[src/verilog/asr_pkg.sv]
// constants for the alert summary and cell overvoltage register bank
// assumes a 32-bit AXI4-Lite register bus and a 20 MHz aclk
package asr_pkg;

  // geometry
  localparam int N_CELLS = 14;
  localparam int N_AUX   = 6;
  localparam int VW      = 16;
  localparam int AW      = 12;
  localparam int CAL_N   = 5;

  // register indices; byte address is four times the index
  localparam logic [9:0] IDX_ALERT_SUMMARY = 10'h007;
  localparam logic [9:0] IDX_CELL_OV       = 10'h008;
  localparam logic [9:0] IDX_UNI_THR       = 10'h040;
  localparam logic [9:0] IDX_BIP_THR       = 10'h041;
  localparam logic [9:0] IDX_OV_EN         = 10'h042;
  localparam logic [9:0] IDX_POLARITY      = 10'h043;
  localparam logic [9:0] IDX_CAL_BASE      = 10'h050;

  // summary field positions
  localparam int SUM_ADC_CELL_OV = 15;
  localparam int SUM_CMP_CELL_OV = 14;
  localparam int SUM_ADC_CELL_UV = 13;
  localparam int SUM_CMP_CELL_UV = 12;
  localparam int SUM_ADC_AUX_CLD = 11;
  localparam int SUM_CMP_AUX_CLD = 10;
  localparam int SUM_ADC_AUX_HOT = 9;
  localparam int SUM_CMP_AUX_HOT = 8;
  localparam int SUM_VOLT_LSB    = 8;

  // values after reset
  localparam logic [7:0]         RST_VOLT_SUM = 8'h00;
  localparam logic [CAL_N-1:0]   RST_CAL_FLT  = 5'h00;
  localparam logic [N_CELLS-1:0] RST_CELL_OV  = 14'h0000;
  localparam logic [VW-1:0]      RST_UNI_THR  = 16'hD000;
  localparam logic [VW-1:0]      RST_BIP_THR  = 16'h6000;
  localparam logic [N_CELLS-1:0] RST_OV_EN    = 14'h3FFF;
  localparam logic [N_CELLS-1:0] RST_POLARITY = 14'h0000;
  localparam logic [VW-1:0]      RST_CAL_VAL  = 16'h0000;

  // accepted range of a calibration value, two's complement
  localparam logic signed [VW-1:0] CAL_LIMIT_LO = 16'hFF00;
  localparam logic signed [VW-1:0] CAL_LIMIT_HI = 16'h0100;

  // bus answers
  localparam logic [1:0] RESP_OKAY   = 2'h0;
  localparam logic [1:0] RESP_SLVERR = 2'h2;

endpackage : asr_pkg

[src/verilog/asr_alert_regs.sv]
// alert summary and cell overvoltage registers behind an AXI4-Lite slave
// assumes acquisition and calibration inputs come from logic on aclk
// Notes on behaviour
// - bit 15 is OR of cell ADC overvoltage
// - bit 14 is OR of comparator cell overvoltage
// - bit 13 is OR of cell ADC undervoltage
// - bit 12 is OR of comparator cell undervoltage
// - bit 11 is OR of aux ADC cold
// - bit 10 is OR of aux comparator cold
// - bit 9 is OR of aux ADC hot
// - bit 8 is OR of aux comparator hot
// - voltage summaries hold until next acquisition
// - bit 4 flags ADC offset calibration fault
// - bit 3 flags shift amp offset fault
// - bit 2 flags ratiometric offset fault
// - bit 1 flags pyramid gain fault
// - bit 0 flags ramp gain fault
// - fault clears on good run or in-range write; out-of-range write sets it
// - summary read-only, resets zero, bits 7:5 zero
// - cell bit set above its polarity threshold
// - cell alert only when enabled
// - cell bit re-evaluated each acquisition
//
// Local design decision: the AXI4-Lite interface to the registers.
`timescale 1ns/1ns
module asr_alert_regs
  import asr_pkg::*;
(
  // clock and reset
  input  logic                  aclk,
  input  logic                  aresetn,
  // axi4-lite write
  input  logic [AW-1:0]         awaddr,
  input  logic                  awvalid,
  output logic                  awready,
  input  logic [31:0]           wdata,
  input  logic [3:0]            wstrb,
  input  logic                  wvalid,
  output logic                  wready,
  output logic [1:0]            bresp,
  output logic                  bvalid,
  input  logic                  bready,
  // axi4-lite read
  input  logic [AW-1:0]         araddr,
  input  logic                  arvalid,
  output logic                  arready,
  output logic [31:0]           rdata,
  output logic [1:0]            rresp,
  output logic                  rvalid,
  input  logic                  rready,
  // acquisition results
  input  logic                  acq_done,
  input  logic [N_CELLS*VW-1:0] cell_voltage,
  input  logic [N_CELLS-1:0]    cmp_cell_ov_alert_bits,
  input  logic [N_CELLS-1:0]    cell_uv_alert_bits,
  input  logic [N_CELLS-1:0]    cmp_cell_uv_alert_bits,
  input  logic [N_AUX-1:0]      aux_cold_alert_bits,
  input  logic [N_AUX-1:0]      cmp_aux_cold_alert_bits,
  input  logic [N_AUX-1:0]      aux_hot_alert_bits,
  input  logic [N_AUX-1:0]      cmp_aux_hot_alert_bits,
  // calibration results
  input  logic                  cal_done,
  input  logic [CAL_N-1:0]      cal_run,
  input  logic [CAL_N-1:0]      cal_fault,
  // status towards the device
  output logic [15:0]           alert_summary_status,
  output logic [15:0]           cell_overvoltage_alerts
);

  // write channel state
  logic          aw_have_q, aw_have_d;
  logic          w_have_q, w_have_d;
  logic [9:0]    aw_idx_q, aw_idx_d;
  logic [31:0]   wdata_q, wdata_d;
  logic [3:0]    wstrb_q, wstrb_d;
  logic          bvalid_q, bvalid_d;
  logic [1:0]    bresp_q, bresp_d;
  logic          do_write;
  logic          wr_hit;

  // read channel state
  logic          rvalid_q, rvalid_d;
  logic [31:0]   rdata_q, rdata_d;
  logic [1:0]    rresp_q, rresp_d;
  logic [9:0]    ar_idx;

  // configuration
  logic [VW-1:0]      uni_thr_q, uni_thr_d;
  logic [VW-1:0]      bip_thr_q, bip_thr_d;
  logic [N_CELLS-1:0] ov_en_q, ov_en_d;
  logic [N_CELLS-1:0] polarity_q, polarity_d;
  logic [VW-1:0]      cal_val_q [CAL_N];
  logic [VW-1:0]      cal_val_d [CAL_N];
  logic [VW-1:0]      wr_merged;
  logic               cal_in_bounds;
  logic [CAL_N-1:0]   cal_wr_sel;

  // alert state
  logic [7:0]         volt_sum_q, volt_sum_d;
  logic [N_CELLS-1:0] cell_ov_q, cell_ov_d;
  logic [CAL_N-1:0]   cal_flt_q, cal_flt_d;
  logic [CAL_N-1:0]   cal_set, cal_clr;
  logic [N_CELLS-1:0] ov_hit;

  asr_cell_ov_cmp u_ov_cmp (
    .cell_voltage (cell_voltage),
    .uni_thr      (uni_thr_q),
    .bip_thr      (bip_thr_q),
    .ov_en        (ov_en_q),
    .polarity     (polarity_q),
    .ov_hit       (ov_hit)
  );

  // bus handshakes
  assign awready  = !aw_have_q && !bvalid_q;
  assign wready   = !w_have_q && !bvalid_q;
  assign arready  = !rvalid_q;
  assign do_write = aw_have_q && w_have_q && !bvalid_q;
  assign bvalid   = bvalid_q;
  assign bresp    = bresp_q;
  assign rvalid   = rvalid_q;
  assign rdata    = rdata_q;
  assign rresp    = rresp_q;
  assign ar_idx   = araddr[AW-1:2];

  // write strobes apply per byte lane to the low half-word
  assign wr_merged = {wstrb_q[1] ? wdata_q[15:8] : 8'h00, wstrb_q[0] ? wdata_q[7:0] : 8'h00};
  assign cal_in_bounds = ($signed(wr_merged) >= CAL_LIMIT_LO) && ($signed(wr_merged) <= CAL_LIMIT_HI);

  always_comb begin
    aw_have_d = aw_have_q;
    w_have_d  = w_have_q;
    aw_idx_d  = aw_idx_q;
    wdata_d   = wdata_q;
    wstrb_d   = wstrb_q;
    bvalid_d  = bvalid_q;
    bresp_d   = bresp_q;
    wr_hit    = 1'b0;
    if (awvalid && awready) begin
      aw_have_d = 1'b1;
      aw_idx_d  = awaddr[AW-1:2];
    end
    if (wvalid && wready) begin
      w_have_d = 1'b1;
      wdata_d  = wdata;
      wstrb_d  = wstrb;
    end
    if (do_write) begin
      aw_have_d = 1'b0;
      w_have_d  = 1'b0;
      bvalid_d  = 1'b1;
      wr_hit    = (aw_idx_q == IDX_ALERT_SUMMARY) || (aw_idx_q == IDX_CELL_OV) || (aw_idx_q == IDX_UNI_THR) ||
                  (aw_idx_q == IDX_BIP_THR) || (aw_idx_q == IDX_OV_EN) || (aw_idx_q == IDX_POLARITY) ||
                  ((aw_idx_q >= IDX_CAL_BASE) && (aw_idx_q < IDX_CAL_BASE + 10'(CAL_N)));
      bresp_d   = wr_hit ? RESP_OKAY : RESP_SLVERR;
    end else if (bvalid_q && bready) begin
      bvalid_d = 1'b0;
    end
  end

  always_ff @(posedge aclk) begin
    if (!aresetn) begin
      aw_have_q <= 1'b0;
      w_have_q  <= 1'b0;
      aw_idx_q  <= 10'h000;
      wdata_q   <= 32'h0000_0000;
      wstrb_q   <= 4'h0;
      bvalid_q  <= 1'b0;
      bresp_q   <= RESP_OKAY;
    end else begin
      aw_have_q <= aw_have_d;
      w_have_q  <= w_have_d;
      aw_idx_q  <= aw_idx_d;
      wdata_q   <= wdata_d;
      wstrb_q   <= wstrb_d;
      bvalid_q  <= bvalid_d;
      bresp_q   <= bresp_d;
    end
  end

  // configuration registers; summary and cell alert offsets ignore writes
  always_comb begin
    uni_thr_d  = uni_thr_q;
    bip_thr_d  = bip_thr_q;
    ov_en_d    = ov_en_q;
    polarity_d = polarity_q;
    cal_wr_sel = '0;
    for (int i = 0; i < CAL_N; i++) begin
      cal_val_d[i] = cal_val_q[i];
    end
    if (do_write) begin
      case (aw_idx_q)
        IDX_UNI_THR:  uni_thr_d  = wr_merged;
        IDX_BIP_THR:  bip_thr_d  = wr_merged;
        IDX_OV_EN:    ov_en_d    = wr_merged[N_CELLS-1:0];
        IDX_POLARITY: polarity_d = wr_merged[N_CELLS-1:0];
        default: begin
          for (int i = 0; i < CAL_N; i++) begin
            if (aw_idx_q == IDX_CAL_BASE + 10'(i)) begin
              cal_wr_sel[i] = 1'b1;
              cal_val_d[i]  = wr_merged;
            end
          end
        end
      endcase
    end
  end

  always_ff @(posedge aclk) begin
    if (!aresetn) begin
      uni_thr_q  <= RST_UNI_THR;
      bip_thr_q  <= RST_BIP_THR;
      ov_en_q    <= RST_OV_EN;
      polarity_q <= RST_POLARITY;
      for (int i = 0; i < CAL_N; i++) begin
        cal_val_q[i] <= RST_CAL_VAL;
      end
    end else begin
      uni_thr_q  <= uni_thr_d;
      bip_thr_q  <= bip_thr_d;
      ov_en_q    <= ov_en_d;
      polarity_q <= polarity_d;
      for (int i = 0; i < CAL_N; i++) begin
        cal_val_q[i] <= cal_val_d[i];
      end
    end
  end

  // alert bits; everything tied to the acquisition moves on one edge
  always_comb begin
    volt_sum_d = volt_sum_q;
    cell_ov_d  = cell_ov_q;
    if (acq_done) begin
      cell_ov_d = ov_hit;
      volt_sum_d[SUM_ADC_CELL_OV-SUM_VOLT_LSB] = |ov_hit;
      volt_sum_d[SUM_CMP_CELL_OV-SUM_VOLT_LSB] = |cmp_cell_ov_alert_bits;
      volt_sum_d[SUM_ADC_CELL_UV-SUM_VOLT_LSB] = |cell_uv_alert_bits;
      volt_sum_d[SUM_CMP_CELL_UV-SUM_VOLT_LSB] = |cmp_cell_uv_alert_bits;
      volt_sum_d[SUM_ADC_AUX_CLD-SUM_VOLT_LSB] = |aux_cold_alert_bits;
      volt_sum_d[SUM_CMP_AUX_CLD-SUM_VOLT_LSB] = |cmp_aux_cold_alert_bits;
      volt_sum_d[SUM_ADC_AUX_HOT-SUM_VOLT_LSB] = |aux_hot_alert_bits;
      volt_sum_d[SUM_CMP_AUX_HOT-SUM_VOLT_LSB] = |cmp_aux_hot_alert_bits;
    end
    // a failing run beats a clearing write in the same cycle
    cal_set   = (cal_done ? (cal_run & cal_fault) : '0) | (cal_in_bounds ? '0 : cal_wr_sel);
    cal_clr   = (cal_done ? (cal_run & ~cal_fault) : '0) | (cal_in_bounds ? cal_wr_sel : '0);
    cal_flt_d = cal_set | (cal_flt_q & ~cal_clr);
  end

  always_ff @(posedge aclk) begin
    if (!aresetn) begin
      volt_sum_q <= RST_VOLT_SUM;
      cell_ov_q  <= RST_CELL_OV;
      cal_flt_q  <= RST_CAL_FLT;
    end else begin
      volt_sum_q <= volt_sum_d;
      cell_ov_q  <= cell_ov_d;
      cal_flt_q  <= cal_flt_d;
    end
  end

  assign alert_summary_status    = {volt_sum_q, 3'h0, cal_flt_q};
  assign cell_overvoltage_alerts = {2'h0, cell_ov_q};

  // read data is registered on the address edge
  always_comb begin
    rvalid_d = rvalid_q;
    rdata_d  = rdata_q;
    rresp_d  = rresp_q;
    if (arvalid && arready) begin
      rvalid_d = 1'b1;
      rresp_d  = RESP_OKAY;
      case (ar_idx)
        IDX_ALERT_SUMMARY: rdata_d = {16'h0000, alert_summary_status};
        IDX_CELL_OV:       rdata_d = {16'h0000, cell_overvoltage_alerts};
        IDX_UNI_THR:       rdata_d = {16'h0000, uni_thr_q};
        IDX_BIP_THR:       rdata_d = {16'h0000, bip_thr_q};
        IDX_OV_EN:         rdata_d = {18'h00000, ov_en_q};
        IDX_POLARITY:      rdata_d = {18'h00000, polarity_q};
        default: begin
          rdata_d = 32'h0000_0000;
          rresp_d = RESP_SLVERR;
          for (int i = 0; i < CAL_N; i++) begin
            if (ar_idx == IDX_CAL_BASE + 10'(i)) begin
              rdata_d = {16'h0000, cal_val_q[i]};
              rresp_d = RESP_OKAY;
            end
          end
        end
      endcase
    end else if (rvalid_q && rready) begin
      rvalid_d = 1'b0;
    end
  end

  always_ff @(posedge aclk) begin
    if (!aresetn) begin
      rvalid_q <= 1'b0;
      rdata_q  <= 32'h0000_0000;
      rresp_q  <= RESP_OKAY;
    end else begin
      rvalid_q <= rvalid_d;
      rdata_q  <= rdata_d;
      rresp_q  <= rresp_d;
    end
  end
endmodule : asr_alert_regs

[src/verilog/asr_cell_ov_cmp.sv]
// per-cell overvoltage threshold compare, purely combinational
// assumes cell voltages are stable while acq_done is high
`timescale 1ns/1ns
module asr_cell_ov_cmp
  import asr_pkg::*;
(
  // measurements
  input  logic [N_CELLS*VW-1:0] cell_voltage,
  // configuration
  input  logic [VW-1:0]         uni_thr,
  input  logic [VW-1:0]         bip_thr,
  input  logic [N_CELLS-1:0]    ov_en,
  input  logic [N_CELLS-1:0]    polarity,
  // result
  output logic [N_CELLS-1:0]    ov_hit
);

  genvar g;
  generate
    for (g = 0; g < N_CELLS; g++) begin : g_cell
      logic [VW-1:0] v;
      logic          over_uni;
      logic          over_bip;
      assign v        = cell_voltage[g*VW +: VW];
      assign over_uni = v > uni_thr;
      // bipolar cells read as signed codes
      assign over_bip = $signed(v) > $signed(bip_thr);
      // disabled cells never raise the alert
      assign ov_hit[g] = ov_en[g] & (polarity[g] ? over_bip : over_uni);
    end
  endgenerate

endmodule : asr_cell_ov_cmp

[config.mk]
export PLATFORM = sky130hd
export DESIGN_NAME = asr_alert_regs
export DESIGN_NICKNAME = d
export VERILOG_FILES = /design/src/verilog/asr_pkg.sv /design/src/verilog/asr_alert_regs.sv /design/src/verilog/asr_cell_ov_cmp.sv
export SDC_FILE = /design/constraint.sdc
export NUM_CORES = 1
export LEC_CHECK = 0
export BUFFER_PORTS_ARGS = -buffer_cell sky130_fd_sc_hd__buf_2
export CAP_MARGIN = 20
export CELL_PAD_IN_SITES_DETAIL_PLACEMENT = 1
export CELL_PAD_IN_SITES_GLOBAL_PLACEMENT = 1
export CORE_MARGIN = 1
export CORE_UTILIZATION = 41
export CTS_BUF_LIST = sky130_fd_sc_hd__clkbuf_16
export CTS_CLUSTER_SIZE = 16
export DETAILED_ROUTE_END_ITERATION = 16
export GPL_TIMING_DRIVEN = 0
export PLACE_DENSITY = 0.9
export SYNTH_ARGS = -nofsm -noshare
export SYNTH_HDL_FRONTEND = slang
export SYNTH_SLANG_ARGS = --single-unit
[constraint.sdc]
create_clock -name aclk -period 3.6 [get_ports aclk]
set_clock_uncertainty 0.15 [all_clocks]
set_input_delay 0.18 -clock aclk [delete_from_list [all_inputs] [get_ports aclk]]
set_output_delay 0.18 -clock aclk [all_outputs]
set_load 0.05 [all_outputs]
[Yosys cells after proc, flatten, opt, wreduce, memory -nomap -nowiden]
Memory sizes are Yosys's and may differ from the RTL's.
Index checks and enable logic that the tools add are counted.
Cells by class
  order comparisons: 32
  equal/unequal tests: 22
  mux-type cells: 58
  bitwise operators: 28
  reduce and logical (&&, ||, !) cells: 38
Operators with widths (count)
  16-bit greater-than comparator: 28
  32-bit one-hot mux with 6 select lines: 1
  10-bit by 7-bit equality test with 1-bit output, second input constant: 18
  16-bit 2-to-1 mux: 11
  80-bit 2-to-1 mux: 2
  32-bit 2-to-1 mux: 4
  14-bit OR reduction: 4
  5-bit 2-to-1 mux: 6
  6-bit OR reduction: 5
  1-bit 2-to-1 mux: 25
  10-bit by 3-bit equality test with 1-bit output, second input constant: 2
  10-bit by 4-bit equality test with 1-bit output, second input constant: 2
  16-bit by 9-bit >= comparator with 1-bit output, second input constant: 1
  16-bit by 10-bit less-or-equal comparator with 1-bit output, second input constant: 1
  8-bit 2-to-1 mux: 2
  5-bit AND: 3
  5-bit OR: 3
  1-bit AND: 14
  2-bit 2-to-1 mux: 7
  1-bit logical AND: 11
  10-bit by 7-bit >= comparator with 1-bit output, second input constant: 1
  10-bit by 7-bit less-than comparator with 1-bit output, second input constant: 1
  5-bit inverter: 2
  2-bit AND reduction: 4
  7 further kinds: 20
Storage, ports and cells
  register bits: 155
  memory bits (writable): 80
  bits of input ports: 369
  output and inout port bits: 73
  word-level logic and storage cells: 196
  memories kept: 1
Memory list
  cal_val_q: depth 5, width 16, rd ports 5, clocked after Yosys merged registers in 0, wr ports 5, RTL line asr_alert_regs.sv:92  | logic [VW-1:0] cal_val_q [CAL_N];

[Depth between registers and ports, before layout]
Gate-level depths: netlist of run 1.
  depth in word-level cells: 9
  depth in mapped cells: 11
  gate-level depth less buffers: 11

[Hierarchy]
From an unflattened synthesis of run 1, not the netlist that was laid out.
Unflattened totals
  cells, all modules: 2373
  area total of the unflattened synthesis: 20285.7 sq um
Modules (own cells, without submodules)
  asr_alert_regs: instances 1, cells each 1187, area an instance 10224.8 sq um, sequential area each 4344.2 sq um
  asr_cell_ov_cmp: instances 1, cells each 1186, area an instance 10060.9 sq um, sequential area each 0.0 sq um

[Least setup slack after synthesis of run 1]
OpenSTA, ideal clock, no wires.
  path kind: register to register
  start: register bip_thr_q[15]
  end: register volt_sum_q[7]
  setup time: 127 ps
  data arrival time: 2585 ps
  data required time: 3323 ps
  slack: 738 ps
  cell stages (with the launch flop): 12
  buffers on the path: 0
  period minus slack after synthesis: 2862 ps
  path through: dfxtp_1 > inv_1 > ha_1 > nand4_1 > or4_1 > a21oi_1 > nor2_1 > mux2i_1 > o2bb2ai_1 > or3b_1 > nor4_1 > a21oi_1
Between the ends
  cells in the longest elaborated chain, start to end: 4
  elaborated cells on any way between the ends: 43
  those cells by class: order compare (14); mux (14); bitwise (14); reduce/logical (1)
Ends and longest elaborated chain
  from (decl): RTL line asr_alert_regs.sv:89  | logic [VW-1:0] bip_thr_q, bip_thr_d;
  from (signal assigned): RTL line asr_alert_regs.sv:220  | bip_thr_q <= bip_thr_d;
  16-bit greater-than comparator: RTL line asr_cell_ov_cmp.sv:27  | assign over_bip = $signed(v) > $signed(bip_thr);
  1-bit 2-to-1 mux: RTL line asr_cell_ov_cmp.sv:29  | assign ov_hit[g] = ov_en[g] & (polarity[g] ? over_bip : over_uni);
  1-bit AND: RTL line asr_cell_ov_cmp.sv:29
  14-bit OR reduction (*): RTL line asr_alert_regs.sv:235  | volt_sum_d[SUM_ADC_CELL_OV-SUM_VOLT_LSB] = |ov_hit;
  to (signal assigned): RTL line asr_alert_regs.sv:256  | volt_sum_q <= volt_sum_d;
  to (decl): RTL line asr_alert_regs.sv:99  | logic [7:0] volt_sum_q, volt_sum_d;
Mark *: on every way between the ends. The rest lies on a longest branch, timed or not.
A chain may end at the register's enable or synchronous reset.

[Worst setup path after layout of run 1]
  start: register bip_thr_q[7]
  end: register volt_sum_q[7]
Same word-level chain as after synthesis.

==> flow_summary.toml, run 1 <==
[yosys]
synth_area_um2 = 19100
synth.area.top_cells = "ha_1 (29%), dfxtp_1 (23%), a21oi_1 (7.0%)"
yosys.cell_count.top_type = "ha_1"
avgSynthCellArea_um2 = 8.26
ys_async_sr_fraction = 0
yosysTopAreaCell = "ha_1"
ys.warnings.count = 0
synth_edf_count = 0
synth_flop_cell = "dfxtp_1"
synth_cell_type_count = 73
ys_seq_area_frac = 0.227
ys_ff_latch = 217
yosys.area.top_type_share = 0.293
syn_inst = 2316
synth_common_cells = "ha_1 (448), nand2_1 (305), a21oi_1 (269)"

[route]
detail_route.iter0.violations = 2668
vias_per_cell = 6.68
drcViolationCount = 0
dr.pass1.iters = 8
drtAntennaViolNets = 0
drt_wl_total_mm = 109
num_vias = 23875
routedWlPerCell_um = 30.4

[power]
p_leak_nw = 10.9
ir_drop_v = 0.000283
power_density_nw_per_um2 = 269

[die]
die_height_um = 218
die_w_um = 218
die-area_um2 = 47500
core-area_um2 = 45700
rows = 78
boundaryPins = 442
start_util = 0.419

[sta]
period_share = 1.08
hold_viol_final = 0
setup_viol = 1
tightest_slew_ns = 1.24
period_minus_slack_ns = 3.88
max_freq_ghz = 0.258
relSlewSlack = 0.167
setup_ws_ns = -0.279
drv_slew = 0

[global_route]
grt_pass1_wl_mm = 149
busiest_layer = "met2"
antenna_found_initial = 18
grtUsageTotal = 0.418
use_met2 = 0.677
groute.layer.met3.usage = 0.126
overflow = 0
grt_start_max_net_pins = 17
grtUsageMet1 = 0.452
first_global_vias = 24625

[cells_and_area]
area_growth_pct = 29.3
final_nets = 3758
final_layout_size_suffix_gt1_frac = 0.216
postLayoutCoreUtil = 0.541

[hold_path]
hold_class = "input pin to register"

[outcome]
outcome = "finished with violations"
violations = "setup timing"

[placement]
portBuffers = 394
pre_cts_ws_ns = -0.563
place.gp.congestion = 0.955
dp_hpwl_mm = 71.3

[critical_path]
cp_slowest_stage_delay_ns = 0.49
required_ns = 3.85
end_kind = "register"
worstSetupPathType = "register to register"
arrival_ns = 4.13
critPathTopFamily = "compound AO/OA/AOI/OAI gates"
crit_buf_inv = 2
slowest_stage = "a211oi_1"
crit_chain = "clkinvlp_4 > ha_1 > a211oi_1 > o21ai_1 > o22ai_1 > mux2_1 > a22oi_2 > buf_4 > or3b_4 > nor4_2 > a21oi_1"
cp_max_fo = 5
startpoint_type = "register"

[clocking]
cts_buffers = 24
clock_path_buffers = 3
clock_latency_ns = 0.54
clk_pin_slew_ns = 0.07
numClockSinks = 217
cts_tree = "done"
cts_root_buf = "clkbuf_16"
htree_levels = 1

[flow_run]
max_cap_viol_count = 0
[final timing paths]
check / start / to / slack [ns] / depth (start not counted)
worst min-delay path: araddr[5] / rresp[1] / 0.05 / 4
worst min register to register: wdata_q[2] / wdata_q[2] / 0.31 / 2
worst max-delay path: bip_thr_q[7] / volt_sum_q[7] / -0.28 / 11
worst max register to register: bip_thr_q[7] / volt_sum_q[7] / -0.28 / 11
[cells by family after synthesis]
group / after synthesis / synth area share
muxes: 58 / 0.0306
AOI/OAI and AO/OA: 639 / 0.214
xor gates and xnor gates: 2 / 0.000916
adders and majority gates: 448 / 0.293
and+or+nand+nor: 783 / 0.195
DFF: 217 / 0.227
other: 1 / 0.000196
buffers and inverters: 168 / 0.0383
[what timing repair did]
| item | in CTS | in global routing |
|---|---|---|
| pin swaps | 0 | 4 |
| gates resized for setup | 32 | 29 |
| setup endpoints to repair | 2 | 4 |
| buffers inserted | 95 | 21 |
| hold endpoints to repair | 45 | 0 |
| hold buffers | 67 | 0 |
[cell type report]
cell class | count | area [µm²]
Sequential cell | 217 | 4350
Timing Repair Buffer | 578 | 3760
Fill cell | 5591 | 20900
Clock buffer | 25 | 626
Tap cell | 600 | 751
Inverter | 60 | 334
Antenna cell | 16 | 40.0
Multi-Input combinational cell | 1953 | 14200
Buffer | 107 | 503
Clock inverter | 17 | 130
[power breakdown]
group,switching (W),internal [W]
combinational,0.00100,0.000621
clock,0.00110,0.00140
sequential,0.0000747,0.00246
total,0.00218,0.00448
[per-layer routing]
layer	up-vias	wire length [µm]
li1	9971	-
met4	16	10800
met5	-	103
met2	1791	46900
met1	11341	37000
met3	756	13700
[registers in the layout, indices dropped and copies added, names as in the netlist, 10 cells and up]
signal      flops
aw_idx_q       10
ov_en_q        14
polarity_q     14
cal_val_q      80
cell_ov_q      14
wdata_q        16
uni_thr_q      16
bip_thr_q      16
rdata          16
[cells in the final DEF, fill, tap and decap left out, types with 19 or more instances in the layout]
master and instances:
clkinvlp_4 29, and2_1 20, a31oi_1 25, a221oi_1 20, nand3_1 54, mux2i_1 55
a222oi_1 19, a21o_1 65, dlygate4sd3_1 67, clkbuf_16 25, nor2b_1 26, nor3_1 21
buf_4 119, nand2_1 305, buf_2 400, nor2_1 169, ha_1 448, clkbuf_1 74
conb_1 23, inv_1 34, nand4_1 79, a21oi_1 268, dfxtp_1 212, o21ai_0 67
a211oi_1 36, o211ai_1 31
[metrics by stage]
step	area (µm²)	hold WS [ns]	power, W	std cells	TNS, ns
CTS	24300	0.0374	0.00644	3536	0
finish	24700	0.0544	0.00665	3573	-0.279
global route	24700	0.0465	0.00684	3563	-0.294
floorplan	19200	0.129	0.00340	2338	0
detailed placement	21900	0.220	0.00401	3332	-0.635
global placement	21900	0.217	0.00391	3332	-0.440
[worst register-to-register path, stage by stage (launching register included)]
cell and delay [ns]:
dfxtp_1 0.40, clkinvlp_4 0.24, ha_1 0.40, a211oi_1 0.49, o21ai_1 0.27, o22ai_1 0.30, mux2_1 0.38, a22oi_2 0.15
buf_4 0.19, or3b_4 0.41, nor4_2 0.27, a21oi_1 0.10
Power figures use the tool's default switching activity.
==> run 2, diff against run 1 <==
--- a/config.mk
+++ b/config.mk
@@ -5,15 +5,16 @@
 export SDC_FILE = /design/constraint.sdc
 export NUM_CORES = 1
 export LEC_CHECK = 0
-export BUFFER_PORTS_ARGS = -buffer_cell sky130_fd_sc_hd__buf_2
+export ABC_AREA = 1
 export CAP_MARGIN = 20
 export CELL_PAD_IN_SITES_DETAIL_PLACEMENT = 1
 export CELL_PAD_IN_SITES_GLOBAL_PLACEMENT = 1
 export CORE_MARGIN = 1
-export CORE_UTILIZATION = 41
+export CORE_UTILIZATION = 47
 export CTS_BUF_LIST = sky130_fd_sc_hd__clkbuf_16
 export CTS_CLUSTER_SIZE = 16
 export DETAILED_ROUTE_END_ITERATION = 16
+export DONT_BUFFER_PORTS = 1
 export GPL_TIMING_DRIVEN = 0
 export PLACE_DENSITY = 0.9
 export SYNTH_ARGS = -nofsm -noshare
==> run 2 against run 1 <==
The run now ends clean. Hold slack got worse by 0.011 ns. Sequential cell count unchanged. Wire length decreased by 11%. Power decreased by 2.0%. Global-route usage about the same. Count of clock-buffer cells in the layout decreased by 3. First-iteration DRC count decreased by 22%. Die area decreased by 7.9%. Sequential share of layout area increased by 1.4 points. Sequential power increased by 5%. Combinational power decreased by 20%. Core utilization about the same. Critical endpoint unchanged. Largest cell class unchanged.
==> flow_summary.toml, run 2 <==
[yosys]
synth.area.top_cells = "ha_1 (28%), dfxtp_1 (22%), nand2_1 (11%)"
synth_common_cells = "nand2_1 (590), ha_1 (448), a21oi_1 (364)"
synthSimpleGateAreaFrac = 0.212
synth_flop_cell = "dfxtp_1"
synth-adder-area-share = 0.278
synth_top_family_by_area = "adder cells"
ys_async_sr_fraction = 0
avgSynthCellArea_um2 = 7.05
synth_cell_type_count = 50
synth_edf_count = 0
yosys.cell_count.top_type = "nand2_1"
ys.warnings.count = 0
synth.area.mux_share = 0
synth_area_um2 = 20200
yosys.area.top_type_share = 0.278
syn_inst = 2860
ys_seq_area_frac = 0.215
synth-compound-area-share = 0.206
ys_ff_latch = 217
synth_xor_area_frac = 0
yosysTopAreaCell = "ha_1"

[route]
dr.pass1.iters = 6
routedWlPerCell_um = 27.1
drt_wl_total_mm = 96.1
detail_route.iter0.violations = 2085
drcViolationCount = 0
num_vias = 22779
drtAntennaViolNets = 0
vias_per_cell = 6.42

[critical_path]
arrival_ns = 3.72
worstSetupPathType = "register to register"
cp_max_fo = 15
end_kind = "register"
startpoint_type = "register"
required_ns = 3.87

[clocking]
clock_latency_ns = 0.53
clk_pin_slew_ns = 0.07
numClockSinks = 217
cts_root_buf = "clkbuf_16"
cts_tree = "done"
htree_levels = 1
clock_path_buffers = 3
cts_buffers = 22

[die]
rows = 75
die-area_um2 = 43800
core-area_um2 = 42100
start_util = 0.479
die_height_um = 209
boundaryPins = 442
die_w_um = 209

[sta]
setup_viol = 0
tightest_slew_ns = 1.25
drv_slew = 0
period_minus_slack_ns = 3.46
period_share = 0.960
max_freq_ghz = 0.289
tns_ns = 0
whs_ns = 0.0438
relSlewSlack = 0.148
rsz0062_at_grt = "false"
hold_viol_final = 0

[cells_and_area]
largest_reg_flops = 80
area_growth_pct = 13.2
top_register = "cal_val_q"
final_common_cell = "nand2_1"
final_cell_mix = "nand2_1 (590), ha_1 (448), a21oi_1 (364)"
final_nets = 3808
final_layout_size_suffix_gt1_frac = 0.0446

[global_route]
grtUsageTotal = 0.418
antenna_found_initial = 2
overflow = 0
grt_start_max_net_pins = 17
grt_pass1_wl_mm = 139
first_global_vias = 24099

[placement]
dp_hpwl_mm = 71.3
place.gp.congestion = 0.987
portBuffers = 0

[flow_run]
max_cap_viol_count = 0

[power]
switching_share = 0.323
p_leak_nw = 10.9
ir_drop_v = 0.000387
pwr-share-clk = 0.393
p_total_w = 0.00652
switching_power_w = 0.00211
power_frac_seq = 0.407
internal_power_w = 0.00441
p_comb_frac = 0.200
power_density_nw_per_um2 = 286

[hold_path]
hold_class = "input pin to register"

[outcome]
outcome = "finished clean"
==> run 2: worst max-delay path, cell delays in order (launching register included) <==
cell	delay, ns
dfxtp_1	0.33
inv_1	0.91
ha_1	0.42
nand2_1	0.07
inv_1	0.05
o21ai_0	0.07
a21oi_1	0.09
nor2_1	0.15
nand2_1	0.08
nand2_1	0.24
a21oi_1	0.11
nand2_1	0.16
nand2_1	0.07
nor2_1	0.10
nand2_1	0.10
nor2_1	0.18
nor2_1	0.06
==> run 2: final timing paths <==
kind	slack, ns	from	end	cells past startpoint
max reg2reg	0.14	uni_thr_q[11]	volt_sum_q[7]	16
min	0.04	awvalid	aw_idx_q[5]	3
max	0.14	uni_thr_q[11]	volt_sum_q[7]	16
min reg2reg	0.31	cal_val_q[0][54]	cal_val_q[0][54]	2
==> run 2: final cells by class <==
cell class,instances,area (µm²)
multi-input cells,2230,14100
plain buffers,87,478
clock buffers,22,551
fillers,5482,19300
flip-flops and latches,217,4340
clock inverters,16,213
well taps,539,674
diodes,4,10.0
inverters,348,1320
repair buffers,85,1120
==> run 2: power by group through the flow <==
stage | combinational (W) | clock (W) | sequential [W]
CTS | 0.00126 | 0.00251 | 0.00265
detailed placement | 0.00119 | 0 | 0.00270
global route | 0.00144 | 0.00261 | 0.00265
global placement | 0.00108 | 0 | 0.00270
floorplan | 0.000856 | 0 | 0.00267
finish | 0.00130 | 0.00256 | 0.00265
==> run 2: kinds of logic (layout without fill, tap and decap cells) <==
family / after synthesis / count (layout)
AO/OA/AOI/OAI: 754 / 754
adder cells (fa/ha/maj): 448 / 448
buffers and inverters: 435 / 558
flip-flops: 217 / 217
other: 1 / 27
AND/OR/NAND/NOR: 1005 / 1005
==> run 2: repair_timing <==
action | 4_1_cts | 5_1_grt
hold buffers | 65 | 0
setup endpoints to repair | 0 | 1
resized for setup | 0 | 2
hold endpoints to repair | 55 | 0
buffers inserted | 0 | 5
==> run 2: layer usage <==
metal,GRT usage,share of wire,up-vias,wire length (µm)
li1,-,-,10078,-
met1,0.457,0.36,10905,35000
met2,0.697,0.45,1320,43500
met3,0.114,0.10,474,9890
met4,0.302,0.080,2,7710
met5,0,0.00015,-,14
==> run 2: stage by stage <==
stage,worst slack (ns),instance area [µm²],std cells,util
2_1_floorplan,1.20,20300,2882,-
3_3_place_gp,0.358,20900,3421,0.497
3_5_place_dp,0.227,21200,3432,0.504
5_1_grt,0.0600,22800,3545,0.542
6_report,0.143,22800,3548,0.542
4_1_cts,0.202,22600,3535,0.537
